[src/cbc_bus_cycle.sv]
/*
 * Package and bus cycle engine of a 16-bit-data, 24-bit-address processor bus.
 * Assumes clk_in is the double-rate clock (two periods per bus state) and that
 * all pin inputs are synchronous to it; the core hands in one operand at a time.
 */
// Summary of operation
// - Reset ignores inputs except float, aborts all
// - Reset drives idle pin pattern
// - Reset overrides hold and hold acknowledge
// - Reset is synchronous active-high level
// - Unaligned word splits into two cycles
// - Byte enables follow active data lanes
// - I/O up to 00FFFFH, memory full range
// - Coprocessor I/O at 8000F8H to 8000FFH
// - Eight cycle kinds with lock rules
// - Address strobe marks every new address
// - Idle means cycle ended, no strobe since
// - Hold acknowledge high throughout hold state
// - Bus state two clocks, cycle two states
// - Ready sampled end of second state, waits
// - Next-address input selects pipelined addressing
// - First cycle after idle never pipelined
// - Pipelined cycles also need two states
// - Read data captured when ready acknowledges
// - Write data held through next phase one
// - Write data driven from first-state phase two
// - Every cycle starts first-state then second-state
package cbc_pkg;
	localparam logic [23:0] IO_ADDR_MASK = 24'h00FFFF;
	localparam logic [23:0] COPRO_BASE = 24'h8000F8;
	localparam logic [22:0] RST_ADDR = 23'h7FFFFF;
	localparam logic RST_ADS_N = 1'b1;
	localparam logic RST_BE_N = 1'b0;
	localparam logic RST_W_R = 1'b0;
	localparam logic RST_D_C = 1'b1;
	localparam logic RST_M_IO = 1'b0;
	localparam logic RST_LOCK_N = 1'b1;
	typedef enum logic [2:0] {
		ST_IDLE = 3'h0, ST_FIRST = 3'h1, ST_SECOND = 3'h2, ST_PFIRST = 3'h3,
		ST_PSECOND = 3'h4, ST_SECOND_IDLE = 3'h5, ST_HOLD = 3'h6
	} cbc_state_t;
	typedef enum logic [2:0] {
		K_MEM_RD = 3'h0, K_MEM_RD_LOCK = 3'h1, K_MEM_WR = 3'h2, K_MEM_WR_LOCK = 3'h3,
		K_IO_RD = 3'h4, K_IO_WR = 3'h5, K_INTA = 3'h6, K_HALT = 3'h7
	} cbc_kind_t;
endpackage : cbc_pkg

`timescale 1ns/1ps
module cbc_bus_cycle #(
	parameter int ADDR_W = 24,
	parameter int DATA_W = 16
) (
	input wire logic clk_in,
	input wire logic srst_in,
	input wire logic req_valid_in,
	input wire logic [2:0] req_kind_in,
	input wire logic [ADDR_W-1:0] req_addr_in,
	input wire logic req_word_in,
	input wire logic req_copro_in,
	input wire logic [DATA_W-1:0] req_wdata_in,
	output logic req_ready_out,
	output logic rsp_valid_out,
	output logic [DATA_W-1:0] rsp_rdata_out,
	output logic address_strobe_n_out,
	output logic [ADDR_W-2:0] upper_address_lines_out,
	output logic high_byte_enable_n_out,
	output logic low_byte_enable_n_out,
	output logic w_r_out,
	output logic d_c_out,
	output logic m_io_out,
	output logic lock_n_out,
	output logic hold_acknowledge_out,
	output logic bus_oe_out,
	input wire logic [DATA_W-1:0] data_lines_in,
	output logic [DATA_W-1:0] data_lines_out,
	output logic data_lines_oe_out,
	input wire logic ready_n_in,
	input wire logic next_address_request_n_in,
	input wire logic hold_request_in,
	input wire logic bus_float_input_n_in
);
	generate
		if (ADDR_W != 24 || DATA_W != 16) begin : g_bad_width
			$error("cbc_bus_cycle serves only a 24-bit address and 16-bit data bus");
		end
	endgenerate

	// ----------------------------------------------------------------
	// Phase and state
	// ----------------------------------------------------------------
	cbc_pkg::cbc_state_t st_reg, st_next;
	logic ph_reg;
	logic na_seen_reg;
	logic issue, pipe, ack;

	// Operand slot
	logic op_valid_reg, op_half_reg, op_copro_reg, op_word_reg;
	logic [2:0] op_kind_reg;
	logic [ADDR_W-1:0] op_addr_reg;
	logic [DATA_W-1:0] op_wdata_reg;

	// Cycle in data phase and cycle already addressed ahead of it
	logic cur_wr_reg, cur_rd_reg, cur_last_reg, nxt_wr_reg, nxt_rd_reg, nxt_last_reg;
	logic [1:0] cur_sel_reg, nxt_sel_reg;
	logic [DATA_W-1:0] cur_wdata_reg, nxt_wdata_reg, acc_reg, acc_next;

	logic [ADDR_W-1:0] eff_addr;
	logic [ADDR_W-2:0] ln_addr;
	logic ln_bhe_n, ln_ble_n, ln_two;
	logic [1:0] ln_sel;
	logic is_wr, is_rd, is_lock;

	// Clock is the double rate: bus state = two phases
	always_ff @(posedge clk_in) begin
		if (srst_in) begin
			ph_reg <= 1'b0;
		end else begin
			ph_reg <= ~ph_reg;
		end
	end

	always_comb begin
		st_next = st_reg;
		issue = 1'b0;
		pipe = 1'b0;
		ack = 1'b0;
		if (ph_reg) begin
			case (st_reg)
				cbc_pkg::ST_IDLE, cbc_pkg::ST_HOLD: begin
					if (hold_request_in) begin
						st_next = cbc_pkg::ST_HOLD;
					end else if (op_valid_reg) begin
						st_next = cbc_pkg::ST_FIRST;
						issue = 1'b1;
					end else begin
						st_next = cbc_pkg::ST_IDLE;
					end
				end
				cbc_pkg::ST_FIRST: st_next = cbc_pkg::ST_SECOND;
				cbc_pkg::ST_PFIRST, cbc_pkg::ST_SECOND, cbc_pkg::ST_SECOND_IDLE: begin
					ack = ~ready_n_in && (st_reg != cbc_pkg::ST_PFIRST);
					if (ack) begin
						if (hold_request_in) begin
							st_next = cbc_pkg::ST_HOLD;
						end else if (op_valid_reg) begin
							st_next = cbc_pkg::ST_FIRST;
							issue = 1'b1;
						end else begin
							st_next = cbc_pkg::ST_IDLE;
						end
					end else if (na_seen_reg && op_valid_reg) begin
						st_next = cbc_pkg::ST_PSECOND;
						issue = 1'b1;
						pipe = 1'b1;
					end else if (na_seen_reg) begin
						st_next = cbc_pkg::ST_SECOND_IDLE;
					end else begin
						st_next = cbc_pkg::ST_SECOND;
					end
				end
				cbc_pkg::ST_PSECOND: begin
					ack = ~ready_n_in;
					if (ack) begin
						st_next = cbc_pkg::ST_PFIRST;
					end
				end
				default: st_next = cbc_pkg::ST_IDLE;
			endcase
		end
	end

	always_ff @(posedge clk_in) begin
		if (srst_in) begin
			st_reg <= cbc_pkg::ST_IDLE;
			hold_acknowledge_out <= 1'b0;
		end else if (ph_reg) begin
			st_reg <= st_next;
			hold_acknowledge_out <= (st_next == cbc_pkg::ST_HOLD);
		end
	end

	// Next-address sampled at end of phase one once the address is a state old
	always_ff @(posedge clk_in) begin
		if (srst_in) begin
			na_seen_reg <= 1'b0;
		end else if (!ph_reg) begin
			if ((st_reg == cbc_pkg::ST_SECOND || st_reg == cbc_pkg::ST_PFIRST ||
				st_reg == cbc_pkg::ST_SECOND_IDLE) && !next_address_request_n_in) begin
				na_seen_reg <= 1'b1;
			end
		end else if (st_next != cbc_pkg::ST_SECOND && st_next != cbc_pkg::ST_SECOND_IDLE) begin
			na_seen_reg <= 1'b0;
		end
	end

	// ----------------------------------------------------------------
	// Operand slot and cycle decode
	// ----------------------------------------------------------------
	always_ff @(posedge clk_in) begin
		if (srst_in) begin
			op_valid_reg <= 1'b0;
			op_half_reg <= 1'b0;
			req_ready_out <= 1'b0;
		end else if (!op_valid_reg) begin
			req_ready_out <= 1'b1;
			if (req_valid_in && req_ready_out) begin
				op_valid_reg <= 1'b1;
				op_half_reg <= 1'b0;
				req_ready_out <= 1'b0;
			end
		end else if (issue) begin
			if (ln_two && !op_half_reg) begin
				op_half_reg <= 1'b1;
			end else begin
				op_valid_reg <= 1'b0;
				req_ready_out <= 1'b1;
			end
		end
	end

	always_ff @(posedge clk_in) begin
		if (!op_valid_reg && req_valid_in && req_ready_out) begin
			op_kind_reg <= req_kind_in;
			op_addr_reg <= req_addr_in;
			op_word_reg <= req_word_in;
			op_copro_reg <= req_copro_in;
			op_wdata_reg <= req_wdata_in;
		end
	end

	always_comb begin
		is_wr = (op_kind_reg == cbc_pkg::K_MEM_WR) || (op_kind_reg == cbc_pkg::K_MEM_WR_LOCK) ||
			(op_kind_reg == cbc_pkg::K_IO_WR);
		is_rd = (op_kind_reg == cbc_pkg::K_MEM_RD) || (op_kind_reg == cbc_pkg::K_MEM_RD_LOCK) ||
			(op_kind_reg == cbc_pkg::K_IO_RD) || (op_kind_reg == cbc_pkg::K_INTA);
		is_lock = (op_kind_reg == cbc_pkg::K_MEM_RD_LOCK) ||
			(op_kind_reg == cbc_pkg::K_MEM_WR_LOCK) || (op_kind_reg == cbc_pkg::K_INTA);
		eff_addr = op_addr_reg;
		if (op_kind_reg == cbc_pkg::K_IO_RD || op_kind_reg == cbc_pkg::K_IO_WR) begin
			if (op_copro_reg) begin
				eff_addr = cbc_pkg::COPRO_BASE | {21'h000000, op_addr_reg[2:0]};
			end else begin
				eff_addr = op_addr_reg & cbc_pkg::IO_ADDR_MASK;
			end
		end
	end

	cbc_lane_split #(
		.ADDR_W(ADDR_W)
	) u_lane (
		.addr_in(eff_addr),
		.word_in(op_word_reg),
		.half_in(op_half_reg),
		.word_addr_out(ln_addr),
		.high_byte_enable_n_out(ln_bhe_n),
		.low_byte_enable_n_out(ln_ble_n),
		.two_out(ln_two),
		.sel_out(ln_sel)
	);

	// ----------------------------------------------------------------
	// Address and definition pins
	// ----------------------------------------------------------------
	always_ff @(posedge clk_in) begin
		if (srst_in) begin
			address_strobe_n_out <= cbc_pkg::RST_ADS_N;
			upper_address_lines_out <= cbc_pkg::RST_ADDR;
			high_byte_enable_n_out <= cbc_pkg::RST_BE_N;
			low_byte_enable_n_out <= cbc_pkg::RST_BE_N;
			w_r_out <= cbc_pkg::RST_W_R;
			d_c_out <= cbc_pkg::RST_D_C;
			m_io_out <= cbc_pkg::RST_M_IO;
			lock_n_out <= cbc_pkg::RST_LOCK_N;
		end else if (ph_reg) begin
			address_strobe_n_out <= ~issue;
			if (issue) begin
				upper_address_lines_out <= ln_addr;
				high_byte_enable_n_out <= ln_bhe_n;
				low_byte_enable_n_out <= ln_ble_n;
				w_r_out <= is_wr || (op_kind_reg == cbc_pkg::K_HALT);
				d_c_out <= (op_kind_reg != cbc_pkg::K_INTA) && (op_kind_reg != cbc_pkg::K_HALT);
				m_io_out <= ~op_kind_reg[2] || (op_kind_reg == cbc_pkg::K_HALT);
				lock_n_out <= ~is_lock;
			end
		end
	end

	always_ff @(posedge clk_in) begin
		bus_oe_out <= bus_float_input_n_in;
	end

	// ----------------------------------------------------------------
	// Data phase tracking
	// ----------------------------------------------------------------
	always_ff @(posedge clk_in) begin
		if (srst_in) begin
			cur_wr_reg <= 1'b0;
			cur_rd_reg <= 1'b0;
			cur_last_reg <= 1'b0;
			nxt_wr_reg <= 1'b0;
			nxt_rd_reg <= 1'b0;
			nxt_last_reg <= 1'b0;
		end else if (ph_reg) begin
			if (issue && pipe) begin
				nxt_wr_reg <= is_wr;
				nxt_rd_reg <= is_rd;
				nxt_last_reg <= ~(ln_two && !op_half_reg);
				nxt_sel_reg <= ln_sel;
				nxt_wdata_reg <= op_wdata_reg;
			end else if (issue) begin
				cur_wr_reg <= is_wr;
				cur_rd_reg <= is_rd;
				cur_last_reg <= ~(ln_two && !op_half_reg);
				cur_sel_reg <= ln_sel;
				cur_wdata_reg <= op_wdata_reg;
			end else if (ack && st_reg == cbc_pkg::ST_PSECOND) begin
				cur_wr_reg <= nxt_wr_reg;
				cur_rd_reg <= nxt_rd_reg;
				cur_last_reg <= nxt_last_reg;
				cur_sel_reg <= nxt_sel_reg;
				cur_wdata_reg <= nxt_wdata_reg;
			end
		end
	end

	// Write drive: from phase two of the first state to end of phase one after ack
	always_ff @(posedge clk_in) begin
		if (srst_in) begin
			data_lines_oe_out <= 1'b0;
			data_lines_out <= '0;
		end else if (!ph_reg) begin
			if (st_reg == cbc_pkg::ST_FIRST || st_reg == cbc_pkg::ST_PFIRST) begin
				data_lines_oe_out <= cur_wr_reg && bus_float_input_n_in;
				case (cur_sel_reg)
					2'h0: data_lines_out <= cur_wdata_reg;
					2'h3: data_lines_out <= {cur_wdata_reg[15:8], cur_wdata_reg[15:8]};
					default: data_lines_out <= {cur_wdata_reg[7:0], cur_wdata_reg[7:0]};
				endcase
			end else if (st_reg == cbc_pkg::ST_IDLE || st_reg == cbc_pkg::ST_HOLD) begin
				data_lines_oe_out <= 1'b0;
			end else if (!bus_float_input_n_in) begin
				data_lines_oe_out <= 1'b0;
			end
		end else if (!bus_float_input_n_in) begin
			data_lines_oe_out <= 1'b0;
		end
	end

	// Read capture at the acknowledging edge
	always_comb begin
		acc_next = acc_reg;
		case (cur_sel_reg)
			2'h0: acc_next = data_lines_in;
			2'h1: acc_next[7:0] = data_lines_in[7:0];
			2'h2: acc_next[7:0] = data_lines_in[15:8];
			2'h3: acc_next[15:8] = data_lines_in[7:0];
			default: acc_next = acc_reg;
		endcase
	end

	always_ff @(posedge clk_in) begin
		if (srst_in) begin
			acc_reg <= '0;
			rsp_valid_out <= 1'b0;
			rsp_rdata_out <= '0;
		end else begin
			rsp_valid_out <= ack && cur_last_reg;
			if (ack && cur_rd_reg) begin
				acc_reg <= acc_next;
				if (cur_last_reg) begin
					rsp_rdata_out <= acc_next;
				end
			end
		end
	end

	// ----------------------------------------------------------------
	// Assertions
	// ----------------------------------------------------------------
	property p_reset_pins;
		@(posedge clk_in) srst_in |=> address_strobe_n_out && !w_r_out && d_c_out && !m_io_out
			&& lock_n_out && !hold_acknowledge_out && !data_lines_oe_out
			&& (&upper_address_lines_out) && !high_byte_enable_n_out;
	endproperty
	a_reset_pins: assert property (p_reset_pins) else $error("idle pins wrong after reset");

	property p_reset_over_hold;
		@(posedge clk_in) srst_in && hold_request_in |=> !hold_acknowledge_out
			&& st_reg == cbc_pkg::ST_IDLE;
	endproperty
	a_reset_over_hold: assert property (p_reset_over_hold) else $error("hold beat reset");

	property p_state_len;
		@(posedge clk_in) disable iff (srst_in) $changed(st_reg) |-> !ph_reg;
	endproperty
	a_state_len: assert property (p_state_len) else $error("bus state shorter than two clocks");

	property p_first_second;
		@(posedge clk_in) disable iff (srst_in)
			st_reg == cbc_pkg::ST_FIRST && ph_reg |=> st_reg == cbc_pkg::ST_SECOND;
	endproperty
	a_first_second: assert property (p_first_second) else $error("first state not followed");

	property p_strobe;
		@(posedge clk_in) disable iff (srst_in) $fell(address_strobe_n_out) |->
			(st_reg == cbc_pkg::ST_FIRST || st_reg == cbc_pkg::ST_PSECOND) ##1
			!address_strobe_n_out;
	endproperty
	a_strobe: assert property (p_strobe) else $error("strobe without new address");

	property p_after_idle;
		@(posedge clk_in) disable iff (srst_in) $past(st_reg) == cbc_pkg::ST_IDLE
			&& st_reg != cbc_pkg::ST_IDLE |-> st_reg inside {cbc_pkg::ST_FIRST, cbc_pkg::ST_HOLD};
	endproperty
	a_after_idle: assert property (p_after_idle) else $error("pipelined cycle after idle");

	property p_wait;
		@(posedge clk_in) disable iff (srst_in) st_reg == cbc_pkg::ST_SECOND && ph_reg
			&& ready_n_in |=> st_reg inside {cbc_pkg::ST_SECOND, cbc_pkg::ST_PSECOND,
			cbc_pkg::ST_SECOND_IDLE};
	endproperty
	a_wait: assert property (p_wait) else $error("cycle ended without ready");

	property p_write_drive;
		@(posedge clk_in) disable iff (srst_in) st_reg == cbc_pkg::ST_FIRST && !ph_reg
			&& cur_wr_reg && bus_float_input_n_in |=> data_lines_oe_out [*2];
	endproperty
	a_write_drive: assert property (p_write_drive) else $error("write data not driven");

	property p_read_rsp;
		@(posedge clk_in) disable iff (srst_in) ack && cur_rd_reg && cur_last_reg |=>
			rsp_valid_out && rsp_rdata_out == $past(acc_next);
	endproperty
	a_read_rsp: assert property (p_read_rsp) else $error("read data not captured");

	property p_hold_ack;
		@(posedge clk_in) disable iff (srst_in)
			hold_acknowledge_out == (st_reg == cbc_pkg::ST_HOLD);
	endproperty
	a_hold_ack: assert property (p_hold_ack) else $error("hold acknowledge mismatch");

	property p_io_range;
		@(posedge clk_in) disable iff (srst_in) !address_strobe_n_out && !m_io_out && d_c_out
			|-> upper_address_lines_out[22] ? upper_address_lines_out[22:2] ==
			cbc_pkg::COPRO_BASE[23:3] : upper_address_lines_out[22:15] == 8'h00;
	endproperty
	a_io_range: assert property (p_io_range) else $error("I/O address out of range");
endmodule : cbc_bus_cycle

[src/cbc_lane_split.sv]
/*
 * Byte-lane planner for one operand on a 16-bit data bus.
 * Assumes a byte or word operand at any byte address; purely combinational.
 */
`timescale 1ns/1ps
module cbc_lane_split #(
	parameter int ADDR_W = 24
) (
	input wire logic [ADDR_W-1:0] addr_in,
	input wire logic word_in,
	input wire logic half_in,
	output logic [ADDR_W-2:0] word_addr_out,
	output logic high_byte_enable_n_out,
	output logic low_byte_enable_n_out,
	output logic two_out,
	output logic [1:0] sel_out
);
	// sel_out: 0 whole word, 1 low lane/low byte, 2 high lane/low byte, 3 low lane/high byte
	always_comb begin
		two_out = word_in & addr_in[0];
		word_addr_out = addr_in[ADDR_W-1:1];
		if (!word_in) begin
			sel_out = addr_in[0] ? 2'h2 : 2'h1;
			high_byte_enable_n_out = ~addr_in[0];
			low_byte_enable_n_out = addr_in[0];
		end else if (!addr_in[0]) begin
			sel_out = 2'h0;
			high_byte_enable_n_out = 1'b0;
			low_byte_enable_n_out = 1'b0;
		end else if (!half_in) begin
			sel_out = 2'h2;
			high_byte_enable_n_out = 1'b0;
			low_byte_enable_n_out = 1'b1;
		end else begin
			sel_out = 2'h3;
			high_byte_enable_n_out = 1'b1;
			low_byte_enable_n_out = 1'b0;
			word_addr_out = addr_in[ADDR_W-1:1] + {{(ADDR_W-2){1'b0}}, 1'b1};
		end
	end
endmodule : cbc_lane_split

[config.mk]
export PLATFORM = sky130hd
export DESIGN_NAME = cbc_bus_cycle
export DESIGN_NICKNAME = d
export VERILOG_FILES = /design/src/cbc_bus_cycle.sv /design/src/cbc_lane_split.sv
export SDC_FILE = /design/constraint.sdc
export NUM_CORES = 1
export LEC_CHECK = 0
export BUFFER_PORTS_ARGS = -buffer_cell sky130_fd_sc_hd__buf_2
export CORE_ASPECT_RATIO = 0.8
export CORE_UTILIZATION = 56
export DETAILED_ROUTE_END_ITERATION = 6
export GPL_TIMING_DRIVEN = 0
export PLACE_DENSITY = 0.83
export SYNTH_ARGS = -nofsm -noshare
export SYNTH_HDL_FRONTEND = slang
export SYNTH_SLANG_ARGS = --single-unit
[constraint.sdc]
create_clock -name clk_in -period 3 [get_ports clk_in]
set_input_delay 0.75 -clock clk_in [delete_from_list [all_inputs] [get_ports clk_in]]
set_output_delay 0.75 -clock clk_in [all_outputs]
set_load 0.02 [all_outputs]
==> results.txt <==
The flow ran to the end, and the final reports show no timing, DRC or antenna violations. The share of flip-flops with an asynchronous set or reset came out at 0%. The delay of the slowest cell on the worst path came out at 0.36 ns.

The post-route total power came out at 5.223 mW. The endpoint arrival time on the critical path is about 2.4 ns. In the routed design, unresolved DRC markers number 0.

The most prevalent standard cell on the critical path is sky130_fd_sc_hd__a21oi_1. The die outline area is 13,980 um^2. In this run the clock root is driven by a sky130_fd_sc_hd__clkbuf_16. The register bit total from synthesis is about 180. At the worst endpoint, the required time is 3.14 ns. The final worst setup slack came out at 0.7167 ns. The count of different cell masters after synthesis came out at 62. The number of nets in the final layout is 981. Synthesis produced a netlist with a net count of roughly 830. The number of pins exceeding their max-slew limit in the final report came out at 0. After global routing, the most crowded layer is met2. The die width came out at ~130 um.

The area of the core region is 13,010 um^2. The global-route congestion overflow total came out at 0. The met1 capacity usage during global routing is roughly 35%. The cell area that synthesis handed to floorplanning was 7562 um^2. The total detailed-routing wirelength came out at 17,700 um. Walking the worst path, the cells encountered are buf_2 -> buf_4 -> nor3b_1 -> a21oi_1 -> a21oi_1 -> o211ai_2 -> nor2_1 -> clkbuf_8. The total clock buffers created by CTS came out at 17.

For the pin with the worst max-slew slack, the measured transition is between 0.9 and 1 ns. The flip-flop cell with the highest count after synthesis is sky130_fd_sc_hd__dfxtp_1. The depth of the CTS H-tree came out at 4. The fraction of met3 tracks used by global routing is 5.150%.

The cell count after placement is 1,062. The number of enable-type register cells in the synthesized netlist came out at 81. The largest fanout on the critical path came out at 14. The worst setup path is of the in -> reg kind.

The number of instances in the synthesized netlist is 754. The deepest clock path buffer count came out at 2. Setup repair after global routing left no endpoint under its margin.

The number of detailed-routing iterations run before antenna repair is 6. The number of max-cap violations came out at 0. The count of warnings emitted by yosys is 0. The CTS tree is yes.

Setup violations remaining at the end of the flow were counted as 0. The startpoint of the worst setup timing path is ready_n_in. The clock sink total came out at 177. The pre-CTS setup slack came out at -0.2145 ns. The remaining antenna violation count after routing came out at 0. The half-perimeter wire length after detailed placement is 12,370 um. Dividing the final minimum period by the clock period gives 76.11%. The I/O pin total came out at 135. The number of non-filler instances in the completed layout is ~1,100.

The insertion delay to the later sink of the worst-skew pair came out at approximately 0.43 ns. The total track usage came out at 25.74%. The power density of the placed cells is 576.7 nW/um^2. The quantity of I/O buffers inserted on ports came out at 133. The worst voltage drop across the vdd grid came out at 409.6 uV.

The initial antenna violation count was 0. The master of the slowest instance on the critical path is sky130_fd_sc_hd__nor2_1. The post-CTS setup buffer count came out at 0. Cells with a size suffix above 1 make up 22.07% of the layout. In the routed layout, each cell is associated on average with a via count of 5.718. Measured against its own limit, the worst slew margin works out to 37.87%.

The worst register-to-register path begins at st_reg[0]$_SDFFE_PP0P_. The number of antenna diodes came out at 0. After clock tree synthesis, the repair step resized 0 gates. The average instance in the mapped netlist occupies ~10 um^2. The worst slack on hold paths is 0.4395 ns. The final weighted congestion in routability-driven placement came out at 0.9100. The starting density of the core is 58.13%. The number of fillers in the final layout is approximately 960.

The setup skew after layout came out at around 0.011 ns. The number of buffers inserted by hold repair at cts came out at 0. The wire length of the first global-routing pass came out at 27,970 um. The fmax came out at 438.0 MHz.

The pin count of the biggest net entering global routing is 46. STA classifies the critical path endpoint as a register. The clock-pin slew reported for the worst setup and hold paths after clock tree synthesis came out at around 0.070 ns. The detail-routed net length per standard cell is 16.17 um. The final cell utilization of the core came out at 69.63%. The met2 demand-to-capacity share in global routing is 41.01%. STA classifies the critical path startpoint as an input pin. The register with the most flip-flops in the layout has 24 of them. The via count came out at 6,261. The post-route minimum period came out at roughly 2.3 ns.

The signed area change from the synthesized netlist to the final layout is 19.77%. The number of hold-slack violations in the final timing report came out at 0. The number of global-route vias before repair is 5,745.

The floorplan step set the die height to between 100 and 150 um. The site row count is 37. The worst hold path begins at bus_float_input_n_in. The static leakage came out at 3.577 nW. The initial detailed-routing violation count is approximately 550. The tightest min-delay check is of the in -> reg type. Summing the sequential cell areas from Yosys gives 57.58% of the chip area.
per-stage QoR:
| step | instance area [um^2] | TNS, ns |
|---|---|---|
| final | 9057 | 0 |
| after global routing | 9057 | 0 |
| after CTS | 9041 | 0 |
| after detailed placement | 8447 | -6.123 |
| after global placement | 8447 | -5.262 |
| after floorplan | 7562 | 0 |
where the power goes:
part	internal, mW	switching [mW]	leakage, nW
Sequential	2.58	0.0436	1.52
Combinational	0.132	0.217	1.77
Clock	1.26	0.989	0.286
Total	3.97	1.25	3.58
layout by cell type, fill, tap and decap left out, drive strengths merged, types with 3 or more instances in the layout:
cell type | Yosys | routed
dfxtp | 96 | 96
o311ai | 5 | 5
mux2i | 15 | 15
a22oi | 24 | 24
ha | 6 | 6
o21ai | 23 | 23
edfxtp | 81 | 81
xor2 | 8 | 8
and2 | 4 | 4
a22o | 3 | 3
nand3 | 20 | 20
nand2 | 117 | 117
and3 | 7 | 7
xnor2 | 8 | 8
a21oi | 65 | 65
inv | 7 | 16
o211ai | 6 | 6
buf | 27 | 160
nor2b | 7 | 7
a211oi | 21 | 21
nor3 | 11 | 11
nor3b | 11 | 11
nand4 | 5 | 5
o31ai | 5 | 5
nor2 | 99 | 99
clkbuf | 25 | 44
or2 | 5 | 5
nand2b | 7 | 7
a31oi | 6 | 6
nand3b | 4 | 4
metal layers:
layer | vias up | share of wire (%)
li1 | 2991 | -
met1 | 2902 | 45
met2 | 339 | 45
met3 | 29 | 8.8
met4 | 0 | 1.4
met5 | - | 0
final timing paths:
| check | to | cells after the start | slack, ns |
|---|---|---|---|
| worst max-delay path | cur_wdata_reg[3]$_DFFE_PP_ | 8 | 0.72 |
| worst min-delay path | bus_oe_out$_DFF_P_ | 1 | 0.44 |
| worst max register to register | nxt_wdata_reg[2]$_DFFE_PP_ | 5 | 0.78 |
| worst min register to register | nxt_wdata_reg[5]$_DFFE_PP_ | 0 | 0.45 |
worst max-delay path, delay by kind of cell:
kind                   cells  cell delay, ns
AOI/OAI and AO/OA          3            0.47
buffers and inverters      3            0.57
and+or+nand+nor            2            0.63
cell type report:
cell class                      instances  area (um^2)  share of cell area, %
Buffer                                 52        235.2                  2.597
Clock buffer                           18        429.2                  4.738
Clock inverter                         14        165.2                  1.823
Inverter                                7        26.28                 0.2901
Multi-Input combinational cell        518         2949                  32.56
Sequential cell                       177         4354                  48.07
Tap cell                              175        219.0                  2.417
Timing Repair Buffer                  134        679.4                  7.501
cells in the mapped netlist, types with 2 or more instances:
cell type / number / area (um^2)
sky130_fd_sc_hd__nand2_1: 117 / 439.2
sky130_fd_sc_hd__nor2_1: 99 / 371.6
sky130_fd_sc_hd__dfxtp_1: 96 / 1922
sky130_fd_sc_hd__edfxtp_1: 81 / 2432
sky130_fd_sc_hd__a21oi_1: 65 / 325.3
sky130_fd_sc_hd__a22oi_1: 24 / 180.2
sky130_fd_sc_hd__clkbuf_1: 24 / 90.09
sky130_fd_sc_hd__a211oi_1: 21 / 157.7
sky130_fd_sc_hd__nand3_1: 18 / 90.09
sky130_fd_sc_hd__o21ai_0: 17 / 85.08
sky130_fd_sc_hd__buf_2: 16 / 80.08
sky130_fd_sc_hd__mux2i_1: 15 / 150.1
sky130_fd_sc_hd__nor3b_1: 10 / 75.07
sky130_fd_sc_hd__nor3_1: 9 / 45.04
sky130_fd_sc_hd__xnor2_1: 8 / 70.07
sky130_fd_sc_hd__xor2_1: 8 / 70.07
sky130_fd_sc_hd__and3_1: 7 / 43.79
sky130_fd_sc_hd__inv_1: 7 / 26.28
sky130_fd_sc_hd__nand2b_1: 7 / 43.79
sky130_fd_sc_hd__a31oi_1: 6 / 37.54
sky130_fd_sc_hd__buf_1: 6 / 22.52
sky130_fd_sc_hd__ha_1: 6 / 75.07
sky130_fd_sc_hd__nor2b_1: 6 / 37.54
sky130_fd_sc_hd__o21ai_1: 6 / 30.03
sky130_fd_sc_hd__buf_4: 5 / 37.54
sky130_fd_sc_hd__o211ai_1: 5 / 37.54
sky130_fd_sc_hd__o311ai_1: 5 / 43.79
sky130_fd_sc_hd__o31ai_1: 5 / 37.54
sky130_fd_sc_hd__and2_1: 4 / 25.02
sky130_fd_sc_hd__nand3b_1: 4 / 30.03
sky130_fd_sc_hd__nand4_1: 4 / 25.02
sky130_fd_sc_hd__a22o_1: 3 / 26.28
sky130_fd_sc_hd__or2_2: 3 / 18.77
sky130_fd_sc_hd__a21o_1: 2 / 15.01
sky130_fd_sc_hd__a311oi_1: 2 / 17.52
sky130_fd_sc_hd__and3b_1: 2 / 17.52
sky130_fd_sc_hd__and4_1: 2 / 17.52
sky130_fd_sc_hd__mux2_1: 2 / 22.52
sky130_fd_sc_hd__nand3_2: 2 / 20.02
sky130_fd_sc_hd__nand4b_1: 2 / 17.52
sky130_fd_sc_hd__nor3_2: 2 / 20.02
cells by family after synthesis:
kind of cell    after synthesis  share of synthesized area (%)
fa+ha+maj                     6                         0.9927
simple gates                307                          18.91
mux                          17                          2.283
flops                       177                          57.58
xor+xnor                     16                          1.853
compound gates              172                          14.92
buf+inv                      59                          3.458
Power figures use the tool's default switching activity.
